`config.mk`:
```
export PLATFORM = sky130hd
export DESIGN_NAME = sptm_top
export DESIGN_NICKNAME = d
export VERILOG_FILES = /design/src/design/sptm_pkg.sv /design/src/design/sptm_duty_mem.sv /design/src/design/sptm_top.sv
export SDC_FILE = /design/constraint.sdc
export NUM_CORES = 1
export LEC_CHECK = 0
export BUFFER_PORTS_ARGS = -buffer_cell sky130_fd_sc_hd__buf_2
export CAP_MARGIN = 20
export CORE_MARGIN = 1
export CORE_UTILIZATION = 50
export CTS_BUF_LIST = sky130_fd_sc_hd__clkbuf_16
export CTS_CLUSTER_SIZE = 10
export DETAILED_ROUTE_END_ITERATION = 7
export PLACE_DENSITY_LB_ADDON = 0.1
export SLEW_MARGIN = 30
export SYNTH_ARGS = -nofsm -noshare
export SYNTH_HDL_FRONTEND = slang
export SYNTH_HIERARCHICAL = 1
export SYNTH_SLANG_ARGS = --single-unit
```
`constraint.sdc`:
```
create_clock -name sys_clk_in -period 3.05 [get_ports sys_clk_in]
set_input_delay 0.4575 -clock sys_clk_in [delete_from_list [all_inputs] [get_ports sys_clk_in]]
set_output_delay 0.4575 -clock sys_clk_in [all_outputs]
set_load 0.05 [all_outputs]
```
`src/design/sptm_pkg.sv`:
```
// constants and register map of the sixteen channel pulse width timer
// ============================================================
// Notes on behaviour
// - all sixteen outputs come from one shared counter, period split into sub-pulses
// - undivided clock gives carrier of clock/16 (625 kHz at 10 MHz)
// - duty 0 to 255/256 in 1/256 steps; full high needs port output
// - each output has polarity choice and enable between timer and port
// - prescale register reachable only while flash window enable is 0
// - select bits 7 and 6 with two prescale bits choose counter clock
// - smallest pulse step is one selected counter clock period
// - conversion period is 256 counter clock steps, then repeats
// - sixteen basic pulses per conversion period
// - select register bit 5 reads 1, writes ignored
// - select register bit 4 reads 0, writes ignored
// - index bits 3..0 pick duty register 0 to 15 in binary
// - enable 0 stops clock; select 0 system clock; select 1 divide 2..16
// - duty upper nibble is basic duty, lower nibble extra-step count
// - phase bit 0 data is high width, 1 data is low width
// - direction 0 input, 1 with enable 0 port output, 1 1 timer
package sptm_pkg;
    // ============================================================
    // register byte addresses
    localparam logic [7:0] SPTM_SEL_ADDR    = 8'h00;
    localparam logic [7:0] SPTM_DATA_ADDR   = 8'h04;
    localparam logic [7:0] SPTM_PHASE_ADDR  = 8'h08;
    localparam logic [7:0] SPTM_OUTEN_ADDR  = 8'h0C;
    localparam logic [7:0] SPTM_PERIPHERAL_CLOCK_SELECT_REG_ADDR   = 8'h10;
    localparam logic [7:0] SPTM_SERIAL_TIMER_CONTROL_REG_ADDR   = 8'h14;
    localparam logic [7:0] SPTM_PDIR_ADDR   = 8'h18;
    localparam logic [7:0] SPTM_PORTD_ADDR  = 8'h1C;
    localparam logic [7:0] SPTM_PIN_ADDR    = 8'h20;
    localparam logic [7:0] SPTM_COUNT_ADDR  = 8'h24;
    // ============================================================
    // field positions
    localparam int SPTM_CKE_BIT   = 7;
    localparam int SPTM_CKS_BIT   = 6;
    localparam int SPTM_FLSH_BIT  = 3;
    localparam int SPTM_PSB_BIT   = 1;
    localparam int SPTM_PSA_BIT   = 0;
    // ============================================================
    // reset values and fixed bits
    localparam logic [7:0] SPTM_SEL_FIXED   = 8'h20;
    localparam logic [7:0] SPTM_SEL_RW_MASK = 8'hCF;
    localparam logic [7:0] SPTM_BYTE_RST    = 8'h00;
    localparam logic [15:0] SPTM_WORD_RST   = 16'h0000;
    localparam logic [7:0] SPTM_COUNT_LAST  = 8'hFF;
endpackage

```
`src/design/sptm_duty_mem.sv`:
```
// sixteen-entry duty data memory with registered read port
`timescale 1ns/1ns
`default_nettype none
module sptm_duty_mem #(
    parameter int DEPTH = 16,
    parameter int WIDTH = 8
) (
    input  wire logic                     sys_clk_in,
    input  wire logic                     rst_in,
    input  wire logic                     wr_en_in,
    input  wire logic [$clog2(DEPTH)-1:0] wr_idx_in,
    input  wire logic [WIDTH-1:0]         wr_data_in,
    input  wire logic [$clog2(DEPTH)-1:0] rd_idx_in,
    output logic      [WIDTH-1:0]         rd_data_out,
    output logic      [DEPTH*WIDTH-1:0]   all_data_out
);
    logic [WIDTH-1:0] mem_r [DEPTH];

    // ============================================================
    // storage; all entries must clear on reset so flat view is kept in flops
    genvar g;
    generate
        for (g = 0; g < DEPTH; g++)
        begin : g_ent
            always_ff @(posedge sys_clk_in)
            begin
                if (rst_in)
                    mem_r[g] <= '0;
                else if (wr_en_in && wr_idx_in == ($clog2(DEPTH))'(g))
                    mem_r[g] <= wr_data_in;
            end
            assign all_data_out[g*WIDTH +: WIDTH] = mem_r[g];
        end
    endgenerate

    // registered read data
    always_ff @(posedge sys_clk_in)
    begin
        if (rst_in)
            rd_data_out <= '0;
        else
            rd_data_out <= mem_r[rd_idx_in];
    end
endmodule
`default_nettype wire

```
`src/design/sptm_top.sv`:
```
// sixteen channel pulse width timer with apb register slave
`timescale 1ns/1ns
`default_nettype none
module sptm_top #(
    parameter int CHANNELS = 16
) (
    input  wire logic                sys_clk_in,
    input  wire logic                rst_in,
    input  wire logic                psel_in,
    input  wire logic                penable_in,
    input  wire logic                pwrite_in,
    input  wire logic [7:0]          paddr_in,
    input  wire logic [31:0]         pwdata_in,
    output logic      [31:0]         prdata_out,
    output logic                     pready_out,
    output logic                     pslverr_out,
    input  wire logic [CHANNELS-1:0] pin_in,
    output logic      [CHANNELS-1:0] pin_out,
    output logic      [CHANNELS-1:0] pin_oe_out
);
    // ============================================================
    // registers
    logic [7:0]          sel_r;
    logic [CHANNELS-1:0] phase_r;
    logic [CHANNELS-1:0] outen_r;
    logic [CHANNELS-1:0] pdir_r;
    logic [CHANNELS-1:0] portd_r;
    logic [1:0]          peripheral_clock_select_reg_r;
    logic                flsh_r;
    logic [7:0]          count_r;
    logic [3:0]          div_r;
    logic [CHANNELS-1:0] pin_s1_r;
    logic [CHANNELS-1:0] pin_s2_r;
    logic                rd_pend_r;
    logic [31:0]         rdata_nxt;

    // ============================================================
    // apb decode; answer in access phase, one wait cycle on data reads
    wire setup_acc  = psel_in && !penable_in;
    wire access     = psel_in && penable_in;
    wire is_data    = paddr_in == sptm_pkg::SPTM_DATA_ADDR;
    wire wr_stb     = access && pwrite_in && pready_out;
    wire hit_sel    = paddr_in == sptm_pkg::SPTM_SEL_ADDR;
    wire hit_phase  = paddr_in == sptm_pkg::SPTM_PHASE_ADDR;
    wire hit_outen  = paddr_in == sptm_pkg::SPTM_OUTEN_ADDR;
    wire hit_peripheral_clock_select_reg   = paddr_in == sptm_pkg::SPTM_PERIPHERAL_CLOCK_SELECT_REG_ADDR;
    wire hit_serial_timer_control_reg   = paddr_in == sptm_pkg::SPTM_SERIAL_TIMER_CONTROL_REG_ADDR;
    wire hit_pdir   = paddr_in == sptm_pkg::SPTM_PDIR_ADDR;
    wire hit_portd  = paddr_in == sptm_pkg::SPTM_PORTD_ADDR;
    wire hit_pin    = paddr_in == sptm_pkg::SPTM_PIN_ADDR;
    wire hit_count  = paddr_in == sptm_pkg::SPTM_COUNT_ADDR;
    wire peripheral_clock_select_reg_open  = !flsh_r;
    wire mapped     = hit_sel | is_data | hit_phase | hit_outen | hit_serial_timer_control_reg | hit_pdir
                      | hit_portd | hit_pin | hit_count | (hit_peripheral_clock_select_reg & peripheral_clock_select_reg_open);
    wire [3:0] idx  = sel_r[3:0];

    // ============================================================
    // duty data memory, addressed by the select register index
    logic [7:0]             duty_rd;
    logic [CHANNELS*8-1:0]  duty_all;
    sptm_duty_mem #(
        .DEPTH (CHANNELS),
        .WIDTH (8)
    ) u_mem (
        .sys_clk_in   (sys_clk_in),
        .rst_in       (rst_in),
        .wr_en_in     (wr_stb && is_data),
        .wr_idx_in    (idx),
        .wr_data_in   (pwdata_in[7:0]),
        .rd_idx_in    (idx),
        .rd_data_out  (duty_rd),
        .all_data_out (duty_all)
    );

    // ============================================================
    // read mux; fixed select bits forced here
    always_comb
    begin
        rdata_nxt = 32'h0000_0000;
        if (hit_sel)
            rdata_nxt[7:0] = (sel_r & sptm_pkg::SPTM_SEL_RW_MASK)
                             | sptm_pkg::SPTM_SEL_FIXED;
        else if (is_data)
            rdata_nxt[7:0] = duty_rd;
        else if (hit_phase)
            rdata_nxt[CHANNELS-1:0] = phase_r;
        else if (hit_outen)
            rdata_nxt[CHANNELS-1:0] = outen_r;
        else if (hit_peripheral_clock_select_reg && peripheral_clock_select_reg_open)
            rdata_nxt[1:0] = peripheral_clock_select_reg_r;
        else if (hit_serial_timer_control_reg)
            rdata_nxt[sptm_pkg::SPTM_FLSH_BIT] = flsh_r;
        else if (hit_pdir)
            rdata_nxt[CHANNELS-1:0] = pdir_r;
        else if (hit_portd)
            rdata_nxt[CHANNELS-1:0] = portd_r;
        else if (hit_pin)
            rdata_nxt[CHANNELS-1:0] = pin_s2_r;
        else if (hit_count)
            rdata_nxt[7:0] = count_r;
    end

    // ============================================================
    // bus handshake: data reads wait one cycle for the memory register
    always_ff @(posedge sys_clk_in)
    begin
        if (rst_in)
        begin
            pready_out  <= 1'b0;
            rd_pend_r   <= 1'b0;
            prdata_out  <= 32'h0000_0000;
            pslverr_out <= 1'b0;
        end
        else
        begin
            rd_pend_r   <= setup_acc && is_data && !pwrite_in;
            pready_out  <= (setup_acc && !(is_data && !pwrite_in)) || rd_pend_r;
            prdata_out  <= rdata_nxt;
            pslverr_out <= ((setup_acc && !(is_data && !pwrite_in)) || rd_pend_r) && !mapped;
        end
    end

    // ============================================================
    // control register writes
    always_ff @(posedge sys_clk_in)
    begin
        if (rst_in)
        begin
            sel_r   <= sptm_pkg::SPTM_BYTE_RST;
            phase_r <= '0;
            outen_r <= '0;
            pdir_r  <= '0;
            portd_r <= '0;
            peripheral_clock_select_reg_r  <= 2'b00;
            flsh_r  <= 1'b0;
        end
        else if (wr_stb)
        begin
            if (hit_sel)
                sel_r <= pwdata_in[7:0] & sptm_pkg::SPTM_SEL_RW_MASK;
            if (hit_phase)
                phase_r <= pwdata_in[CHANNELS-1:0];
            if (hit_outen)
                outen_r <= pwdata_in[CHANNELS-1:0];
            if (hit_pdir)
                pdir_r <= pwdata_in[CHANNELS-1:0];
            if (hit_portd)
                portd_r <= pwdata_in[CHANNELS-1:0];
            if (hit_peripheral_clock_select_reg && peripheral_clock_select_reg_open)
                peripheral_clock_select_reg_r <= pwdata_in[1:0];
            if (hit_serial_timer_control_reg)
                flsh_r <= pwdata_in[sptm_pkg::SPTM_FLSH_BIT];
        end
    end

    // ============================================================
    // counter clock selection as one-cycle enable pulses
    wire cke     = sel_r[sptm_pkg::SPTM_CKE_BIT];
    wire cks     = sel_r[sptm_pkg::SPTM_CKS_BIT];
    logic tick;
    always_comb
    begin
        tick = 1'b0;
        if (!cke)
            tick = 1'b0;
        else if (!cks)
            tick = 1'b1;
        else
            case (peripheral_clock_select_reg_r)
                2'b00:   tick = div_r[0] == 1'b1;
                2'b01:   tick = div_r[1:0] == 2'h3;
                2'b10:   tick = div_r[2:0] == 3'h7;
                default: tick = div_r == 4'hF;
            endcase
    end

    // prescaler and shared time base; prescaler runs only while enabled
    always_ff @(posedge sys_clk_in)
    begin
        if (rst_in)
        begin
            div_r   <= 4'h0;
            count_r <= sptm_pkg::SPTM_BYTE_RST;
        end
        else
        begin
            div_r <= cke ? div_r + 4'h1 : 4'h0;
            if (tick)
                count_r <= count_r + 8'h01;
        end
    end

    // ============================================================
    // pulse division: low nibble of count is position inside basic
    // pulse, high nibble is which of the sixteen basic pulses
    function automatic logic wave_bit(input logic [7:0] duty, input logic [7:0] cnt);
        logic [4:0] width;
        width = {1'b0, duty[7:4]} + {4'h0, (cnt[7:4] < duty[3:0])};
        wave_bit = {1'b0, cnt[3:0]} < width;
    endfunction

    logic [CHANNELS-1:0] wave;
    genvar c;
    generate
        for (c = 0; c < CHANNELS; c++)
        begin : g_ch
            // phase bit turns data into low width by inversion
            assign wave[c] = wave_bit(duty_all[c*8 +: 8], count_r) ^ phase_r[c];
        end
    endgenerate

    // ============================================================
    // pin control, plus two-flop synchroniser for pin reads
    always_ff @(posedge sys_clk_in)
    begin
        if (rst_in)
        begin
            pin_out    <= '0;
            pin_oe_out <= '0;
            pin_s1_r   <= '0;
            pin_s2_r   <= '0;
        end
        else
        begin
            pin_oe_out <= pdir_r;
            pin_out    <= (outen_r & wave) | (~outen_r & portd_r);
            pin_s1_r   <= pin_in;
            pin_s2_r   <= pin_s1_r;
        end
    end
endmodule
`default_nettype wire

```
==> After elaboration in Yosys (flattened, before gate mapping) <==
Memory sizes are Yosys's and may differ from the RTL's. A register that Yosys moved wholly into a read port is not among the register bits.
Index checks and enable logic that the tools add are counted.
{ "op_classes": {"bitwise": 47, "mux": 83, "n_lt_le_gt_ge": 32, "eq_ne": 29, "n_reduce_logical": 46, "n_addsub": 18} }
{ "ops": {"columns": ["operator", "count"], "rows": [
  ["two-way mux 8 bit", 21],
  ["adder 4 x 1 -> 5 bit", 16],
  ["< comparator 4 x 5 -> 1 bit", 16],
  ["< comparator 4 bit", 16],
  ["two-way mux 16 bit", 4],
  ["two-way mux 1 bit", 53],
  ["equality test 4 bit (second input constant)", 9],
  ["bitwise AND 16 bit", 2],
  ["equality test 8 x 5 -> 1 bit (second input constant)", 4],
  ["logical AND 1 bit", 27],
  ["OR 1 bit", 25],
  ["equality test 4 x 3 -> 1 bit (second input constant)", 4],
  ["equality test 8 x 4 -> 1 bit (second input constant)", 2],
  ["equality test 8 x 6 -> 1 bit (second input constant)", 2],
  ["inverter 16 bit", 1],
  ["OR 16 bit", 1],
  ["bitwise XOR 1 bit", 16],
  ["two-way mux 14 bit", 1],
  ["AND reduction 2 bit", 7],
  ["two-way mux 12 bit", 1],
  ["adder 8 x 1 -> 8 bit (second input constant)", 1],
  ["equality test 4 x 2 -> 1 bit (second input constant)", 2],
  ["equality test 8 x 3 -> 1 bit (second input constant)", 1],
  ["zero test 8 bit", 1],
  ["other kinds (16)", 22]
]} }
{ "word_totals": {"out_inout_bits": 66, "mem_bits_rw": 128, "regBits": 184, "in_bits": 61, "memories": 1, "wordCells": 276} }
{ "memory_table": {"columns": ["name", "words", "width", "rd", "rd_ports_with_merged_regs", "wr", "line_no", "source"], "rows": [
  ["u_mem.mem_r", 16, 8, 17, 1, 16, "sptm_duty_mem.sv:17", "logic [WIDTH-1:0] mem_r [DEPTH];"]
]} }

==> Depth between registers and ports, before layout <==
Gate-level depths: netlist of the first run.
{ "logic_depth": {"ltp_word": 12, "ltp_mapped": 14, "ltp_nobuf": 13} }

==> By module <==
The synthesis of the first run kept the hierarchy.
{ "by_module_without_submodules": {"columns": ["module", "seq_area_each_um2", "instances", "cells_per_inst", "area_each_um2"], "rows": [
  ["sptm_top", 3363.2, 1, 1235, 10615.2],
  ["sptm_duty_mem", 4003.8, 1, 447, 6256.0]
]} }

==> Worst setup path before layout of the first run <==
OpenSTA, ideal clock, no wires.
{ "synth_timing": {"path_type": "reg-to-reg", "from": "register count_r[5]", "to": "register pin_out[12]", "path_stages_with_launch": 13, "arrival_ns": 2.709, "path_buffers": 0, "slack_ns": 0.279, "t_required_ns": 2.988, "cell_sequence": "dfxtp_1 -> ha_1 -> a21o_1 -> a21o_1 -> a21oi_1 -> ha_1 -> ha_1 -> inv_1 -> ha_1 -> a21o_1 -> a211o_1 -> a21bo_2 -> nand3_1"} }
{ "synth_between": {"elab_chain_len": 6} }
{ "synth_rtl": {"columns": ["item", "line_no", "source"], "rows": [
  ["from (decl)", "sptm_top.sv:30", "logic [7:0] count_r;"],
  ["from (signal assigned)", "sptm_top.sv:183", "count_r <= sptm_pkg::SPTM_BYTE_RST;"],
  ["from (signal assigned)", "sptm_top.sv:189", "count_r <= count_r + 8'h01;"],
  ["< comparator 4 bit", "sptm_top.sv:198", "width = {1'b0, duty[7:4]} + {4'h0, (cnt[7:4] < duty[3:0])};"],
  ["adder 4 x 1 -> 5 bit", "sptm_top.sv:198", null],
  ["< comparator 4 x 5 -> 1 bit", "sptm_top.sv:199", "wave_bit = {1'b0, cnt[3:0]} < width;"],
  ["bitwise XOR 1 bit", "sptm_top.sv:208", "assign wave[c] = wave_bit(duty_all[c*8 +: 8], count_r) ^ phase_r[c];"],
  ["bitwise AND 16 bit", "sptm_top.sv:226", "pin_out <= (outen_r & wave) | (~outen_r & portd_r);"],
  ["OR 16 bit", "sptm_top.sv:226", null],
  ["to (signal assigned)", "sptm_top.sv:226", null],
  ["to (decl)", "sptm_top.sv:18", "output logic [CHANNELS-1:0] pin_out,"]
]} }
No other way between the ends.
A chain may end at the register's enable or synchronous reset.

==> Worst setup path after layout of the first run <==
{ "layout_timing": {"from": "register count_r[5]", "to": "register pin_out[4]"} }
The elaborated chain is that of the path after synthesis.

==> out/metrics.yaml, run 1 <==
outcome:
  outcome: "finished, final reports clean"
setup_path:
  reg2reg_from: "count_r[5]$_SDFFE_PP0P_"
  r2r_slack_ns: 0.17
  crit_path_max_fanout: 8
  endpoint_kind: "flop"
  timing.critical_path.arrival_ns: 3.34
  r2r-end: "pin_out[4]$_SDFF_PP0_"
  critPathLaunchType: "flop"
  critical_path_class: "flop to flop"
  worst-r2r-cell-count: 13
  cp.required_ns: 3.51
routing:
  drcViolationCount: 0
  drt_wl_total_um: 46600
  via_per_inst: 5.74
  via_count: 13000
  post_drt_wl_per_cell_um: 20.6
  ant_nets: 0
  dr.pass1.iters: 5
  drtIter0Drc: 907
global_routing:
  grt_first_pass_wirelength_um: 71700
  grt_max_degree: 84
  grt_overflow: 0
  grt_pass1_vias: 13000
  antenna_found_initial: 0
  grt_use_total_pct: 27.3
finish:
  syn2layout_area_growth_pct: 13.2
  utilization_pct: 58.1
  antenna_cells: 0
  final_cells: 2264
  layout.nets: 1995
  drive_above_1_share_pct: 14.6
  fillers: 2929
placement:
  dp_cells: 2206
  finalWeightedCongestion: 0.906
  dp.final_hpwl_um: 34000
  numPortBuffers: 94
logic_synthesis:
  synth_top_area_share_pct: 22.8
  synth_warnings: 6
  synthArstFlopShare_pct: 0
  synthFlopType: "dfxtp_1"
  synth.distinct_cells: 68
  synth_top_area_cell: "edfxtp_1"
  synth_edf_count: 128
  ys_seq_elements: 304
  syn_inst: 1682
  synthTopCellsByArea: "edfxtp_1 (23%), dfxtp_1 (21%), ha_1 (9.7%), and2_1 (4.9%), mux2i_1 (4.6%)"
  synth_common_cells: "dfxtp_1 (176), nand2_1 (147), and2_1 (132)"
  yosysMostFrequentCell: "dfxtp_1"
  syn_avg_cell_area_um2: 10.0
  synth_area_um2: 16900
  yosysSeqAreaShare_pct: 43.7
clock_tree:
  cts_sinks: 304
  path_clk_slew_ns: 0.06
  postCtsHoldBufs: 0
  clkLatencyLatePin_ns: 0.52
  tritoncts: "built"
  cts_buffers: 37
  clockBufferDepth: 3
  root_buffer: "clkbuf_16"
  htree_levels: 2
timing:
  slew_violations: 0
  min_period_over_period_pct: 94.6
  relSlewSlack_pct: 49.5
  max_freq_mhz: 347
  finClkSkew_ns: 0.00763
  finalHoldViolCount: 0
  setup_viol: 0
  finalCriticalPeriod_ns: 2.88
  rsz0062_at_grt: "yes"
  tightest_slew_ns: 0.755
power_and_ir_drop:
  netSwitchingFraction_pct: 23.8
  ir_worst_vdd_mv: 0.401
  internal_power_mw: 6.72
  seq_power_share_pct: 49.7
  power_switching_mw: 2.10
  p_leak_nw: 7.98
  power_density_nw_per_um2: 462
  combPwrFrac_pct: 6.7
  p_total_mw: 8.82
  clkPwrFrac_pct: 43.5
floorplanning:
  die-area_um2: 34500
  die_x_um: 186
  rows: 66
  core_um2: 32900
  io_pins: 127
  initial_core_util_pct: 51.3
  die_height_um: 186
job:
  cap_viol_max_count: 0
worst_hold_path:
  min_to: "rd_pend_r$_SDFF_PP0_"
  hold_path_class: "primary input to flop"
  hold_path_depth: 2
  min_from: "pwrite_in"
flip-flops by register name (all words and copies together) (netlist names):
signal and flops:
peripheral_clock_select_reg_r 2, sel_r 6, pdir_r 16, prdata_out 16, phase_r 16, flsh_r 1
u_mem/rd_data_out 8, div_r 4, u_mem/mem_r 128, pready_out 1, pin_s2_r 16, pin_out 16
rd_pend_r 1, pin_oe_out 16, outen_r 16, pin_s1_r 16, count_r 8, portd_r 16
pslverr_out 1
routing by layer:
layer	wire (µm)	GRT usage, %	part of all wire [%]	vias up
met5	0	0	0	-
met4	1120	7.97	2.4	0
met3	2500	3.44	5.4	84
met2	22700	47.6	49	394
met1	20200	35.3	43	6308
li1	-	-	-	6200
area by class of cell:
type	instances	area (µm²)	share of cell area, %
multi-input cells	1226	8800	46.1
flip-flops and latches	304	7370	38.6
repair buffers	164	1080	5.64
clock buffers	37	926	4.85
well taps	442	553	2.90
inverters	70	263	1.38
clock inverters	21	109	0.570
timing repair:
item | in CTS | in global routing
gates resized for setup | 0 | 5
setup endpoints to repair | 0 | 6
buffers inserted | 0 | 0
worst max-delay path, stage by stage (launching register included):
cell and delay (ns):
dfxtp_1 0.38, buf_4 0.21, ha_1 0.25, a21o_1 0.16
a21o_1 0.17, a21oi_1 0.20, ha_1 0.21, ha_1 0.23
inv_1 0.06, ha_1 0.22, a21o_1 0.17, a211o_1 0.30
a21bo_2 0.20, nand3_1 0.08
stage by stage:
stage	setup TNS [ns]	hold WS [ns]	cell area (µm²)	worst slack, ns
floorplan	0	0.414	16900	0.279
global placement	0	0.420	18000	0.145
detailed placement	0	0.429	18000	0.118
CTS	0	0.137	19100	0.0777
global route	-0.00144	0.147	19100	-0.00144
finish	0	0.149	19100	0.166
power groups by stage:
stage	clock [mW]	sequential (mW)	combinational (mW)
detailed placement	0	4.47	0.586
floorplan	0	4.45	0.395
finish	3.84	4.39	0.592
global placement	0	4.47	0.569
global route	4.04	4.39	0.651
CTS	3.89	4.39	0.590
cell usage in the layout, fill, tap and decap left out, drive strengths merged, types with 63 or more instances in the layout:
cell type and count:
inv 84, nor2b 63, and2 132, mux2i 78, a21oi 93, nor2 71, nand2 147, edfxtp 128
nand3 74, buf 164, dfxtp 176, ha 131
cell families (layout without fill, tap and decap cells):
logic type	count (synthesis)	count (layout)	synth area share (%)
AO/OA/AOI/OAI	319	319	13.4
XOR/XNOR	39	39	2.02
adder cells (fa/ha/maj)	131	131	9.72
buffers and inverters	167	292	4.64
flip-flops	304	304	43.7
multiplexers	89	89	6.19
other	1	16	0.0222
AND/OR/NAND/NOR	632	632	20.3
worst max-delay path by stage:
stage / cells after the start / from / end / slack, ns
floorplan: 12 / count_r[5]$_SDFFE_PP0P_ / pin_out[12]$_SDFF_PP0_ / 0.28
global placement: 13 / count_r[5]$_SDFFE_PP0P_ / pin_out[13]$_SDFF_PP0_ / 0.14
detailed placement: 13 / count_r[5]$_SDFFE_PP0P_ / pin_out[5]$_SDFF_PP0_ / 0.12
CTS: 13 / count_r[5]$_SDFFE_PP0P_ / pin_out[5]$_SDFF_PP0_ / 0.08
global route: 13 / count_r[5]$_SDFFE_PP0P_ / pin_out[4]$_SDFF_PP0_ / -0.001
finish: 13 / count_r[5]$_SDFFE_PP0P_ / pin_out[4]$_SDFF_PP0_ / 0.17
No activity file was read; power rests on OpenSTA's default activity.
==> run 2: changes to the inputs <==
clock period = 3.2 ns   (was 3.05 ns; I/O delays follow)
==> run 2 against run 1 <==
  * Final cell count is 0.71% lower
  * Design area decreased by 0.74%
  * Utilization decreased by 0.43 points
  * Clock skew rose by 0.0080 ns
  * Worst hold slack improved by 0.0036 ns
  * Sequential power is 4.8% lower
  * Global-route usage fell by 0.15 points
  * Power fell by 4.8%
  * Critical path depth stayed put
  * Worst setup slack improved by 0.067 ns
  * Critical path type unchanged
==> out/metrics.yaml, run 2 (synthesis results as in run 1) <==
timing:
  relSlewSlack_pct: 49.2  # was 49.5%
  slew_violations: 0  # unchanged
  setup_viol: 0  # unchanged
  finalCriticalPeriod_ns: 2.97  # was 2.88 ns
  min_period_over_period_pct: 92.7  # was 94.6%
  tightest_slew_ns: 0.762  # was 0.755 ns
  setup_tns_ns: 0  # unchanged
  finalHoldViolCount: 0  # unchanged
  finClkSkew_ns: 0.0157  # was 0.00763 ns
  rsz0062_at_grt: "no"  # was yes
  max_freq_mhz: 337  # was 347 MHz
  holdWs_ns: 0.153  # was 0.149 ns
clock_tree:
  cts_sinks: 304  # unchanged
  clkLatencyLatePin_ns: 0.54  # was 0.52 ns
  root_buffer: "clkbuf_16"  # unchanged
  path_clk_slew_ns: 0.05  # was 0.06 ns
  tritoncts: "built"  # unchanged
  cts_buffers: 37  # unchanged
  clockBufferDepth: 3  # unchanged
  post_cts_buffers: 0  # unchanged
  htree_levels: 2  # unchanged
  post_cts_resized: 0  # unchanged
  postCtsHoldBufs: 0  # unchanged
setup_path:
  cp.required_ns: 3.67  # was 3.51 ns
  crit_path_max_fanout: 18  # was 8
  path_delay_family: "compound AO/OA/AOI/OAI gates"  # unchanged
  crit_top_cell: "ha_1"  # unchanged
  critical_path.cell_chain: "buf_12 > ha_1 > a21o_1 > a21o_1 > a21oi_1 > ha_1 > ha_1 > inv_1 > ha_1 > a21o_1 > a211o_1 > a21bo_2 > nand3_1"  # was buf_4 > ha_1 > a21o_1 > a21o_1 > a21oi_1 > ha_1 > ha_1 > inv_1 > ha_1 > a21o_1 > a211o_1 > a21bo_2 > nand3_1
  endpoint_kind: "flop"  # unchanged
  cp_slowest_stage_delay_ns: 0.36  # was 0.38 ns
  critPathLaunchType: "flop"  # unchanged
  worst-path-buf-inv: 2  # unchanged
  timing.critical_path.arrival_ns: 3.44  # was 3.34 ns
  r2r_slack_ns: 0.23  # was 0.17 ns
  critical_path_class: "flop to flop"  # unchanged
  cpMaxStageDelayCell: "dfxtp_1"  # unchanged
floorplanning:
  io_pins: 127  # unchanged
  core_um2: 32900  # unchanged
  initial_core_util_pct: 51.3  # unchanged
  rows: 66  # unchanged
  die-area_um2: 34500  # unchanged
  die_height_um: 186  # unchanged
  die_x_um: 186  # unchanged
routing:
  drtIter0Drc: 863  # was 907
  via_per_inst: 5.77  # was 5.74
  dr.pass1.iters: 6  # was 5
  drcViolationCount: 0  # unchanged
  via_count: 13000  # about the same
  ant_nets: 0  # unchanged
  drt_wl_total_um: 46100  # was 46600 µm
  post_drt_wl_per_cell_um: 20.5  # was 20.6 µm
power_and_ir_drop:
  ir_worst_vdd_mv: 0.458  # was 0.401 mV
  seq_power_share_pct: 49.8  # was 49.7%
  power_switching_mw: 2.00  # was 2.10 mW
  netSwitchingFraction_pct: 23.8  # about the same
  combPwrFrac_pct: 6.6  # was 6.7%
  power_density_nw_per_um2: 443  # was 462 nW/µm²
  p_total_mw: 8.40  # was 8.82 mW
  p_leak_nw: 7.89  # was 7.98 nW
  clkPwrFrac_pct: 43.6  # was 43.5%
  internal_power_mw: 6.40  # was 6.72 mW
finish:
  antenna_cells: 0  # unchanged
  multi_input_area_um2: 8780  # was 8800 µm²
  layout.nets: 1981  # was 1995
  syn2layout_area_growth_pct: 12.3  # was 13.2%
  utilization_pct: 57.7  # was 58.1%
  regMostFlops: "u_mem/mem_r"  # unchanged
  area.sequential_um2: 7370  # unchanged
  fillers: 2959  # was 2929
  drive_above_1_share_pct: 13.8  # was 14.6%
  largest_reg_flops: 128  # unchanged
  mostFrequentLayoutCells: "dfxtp_1 (174), nand2_1 (147), and2_1 (132)"  # unchanged
  layout_commonest_cell: "dfxtp_1"  # unchanged
  finalInstanceArea_um2: 19000  # was 19100 µm²
global_routing:
  grt_use_total_pct: 27.2  # was 27.3%
  grt_pass1_vias: 12900  # was 13000
  grt_first_pass_wirelength_um: 70700  # was 71700 µm
  grt_max_degree: 76  # was 84
  grt_overflow: 0  # unchanged
  antenna_found_initial: 0  # unchanged
placement:
  place_area_um2: 17900  # was 18000 µm²
  numPortBuffers: 94  # unchanged
  finalWeightedCongestion: 0.908  # was 0.906
  dp.final_hpwl_um: 32900  # was 34000 µm
outcome:
  outcome: "finished, final reports clean"  # unchanged
job:
  cap_viol_max_count: 0  # unchanged
worst_hold_path:
  hold_path_class: "primary input to flop"  # unchanged
## run 2: metrics by stage
stage          std cells  setup slack, ns
3_5_place_dp        2192            0.197
4_1_cts             2248            0.192
5_1_grt             2248           0.0809
6_report            2248            0.233
3_3_place_gp        2192            0.206
2_1_floorplan       1697            0.429
## run 2: path summary, 6_finish.rpt
path	start	endpoint	depth (start not counted)
setup reg to reg	count_r[5]$_SDFFE_PP0P_	pin_out[12]$_SDFF_PP0_	13
hold reg to reg	pin_s1_r[10]$_SDFF_PP0_	pin_s2_r[10]$_SDFF_PP0_	1
setup / recovery	count_r[5]$_SDFFE_PP0P_	pin_out[12]$_SDFF_PP0_	13
hold / removal	pin_in[9]	pin_s1_r[9]$_SDFF_PP0_	2
## run 2: power groups by stage
stage / clock (mW) / combinational [mW] / sequential, mW
3_5_place_dp: 0 / 0.553 / 4.26
5_1_grt: 3.89 / 0.612 / 4.19
4_1_cts: 3.73 / 0.556 / 4.18
3_3_place_gp: 0 / 0.538 / 4.26
2_1_floorplan: 0 / 0.377 / 4.24
6_report: 3.66 / 0.555 / 4.18
## run 2: final cells by class
cell class                      instances  share of cell area (%)
Clock buffer                           37                    4.88
Timing Repair Buffer                  150                    5.06
Tap cell                              442                    2.92
Sequential cell                       304                    38.9
Inverter                               70                    1.39
Clock inverter                         19                   0.548
Multi-Input combinational cell       1226                    46.3
## run 2: worst reg2reg max path, delay by kind of cell, from the launching register on
family | cells | cell delay (ns)
flip-flops | 1 | 0.36
AO/OA/AOI/OAI | 6 | 1.26
adder cells (fa/ha/maj) | 4 | 0.98
AND/OR/NAND/NOR | 1 | 0.07
buffers and inverters | 2 | 0.25
## run 2: routing by layer
| metal | part of all wire [%] | track usage, % | wire length (µm) |
|---|---|---|---|
| met5 | 0 | 0 | 0 |
| met3 | 5.7 | 3.60 | 2600 |
| met1 | 43 | 35.2 | 19900 |
| met2 | 48 | 45.5 | 21900 |
| met4 | 3.6 | 11.3 | 1650 |
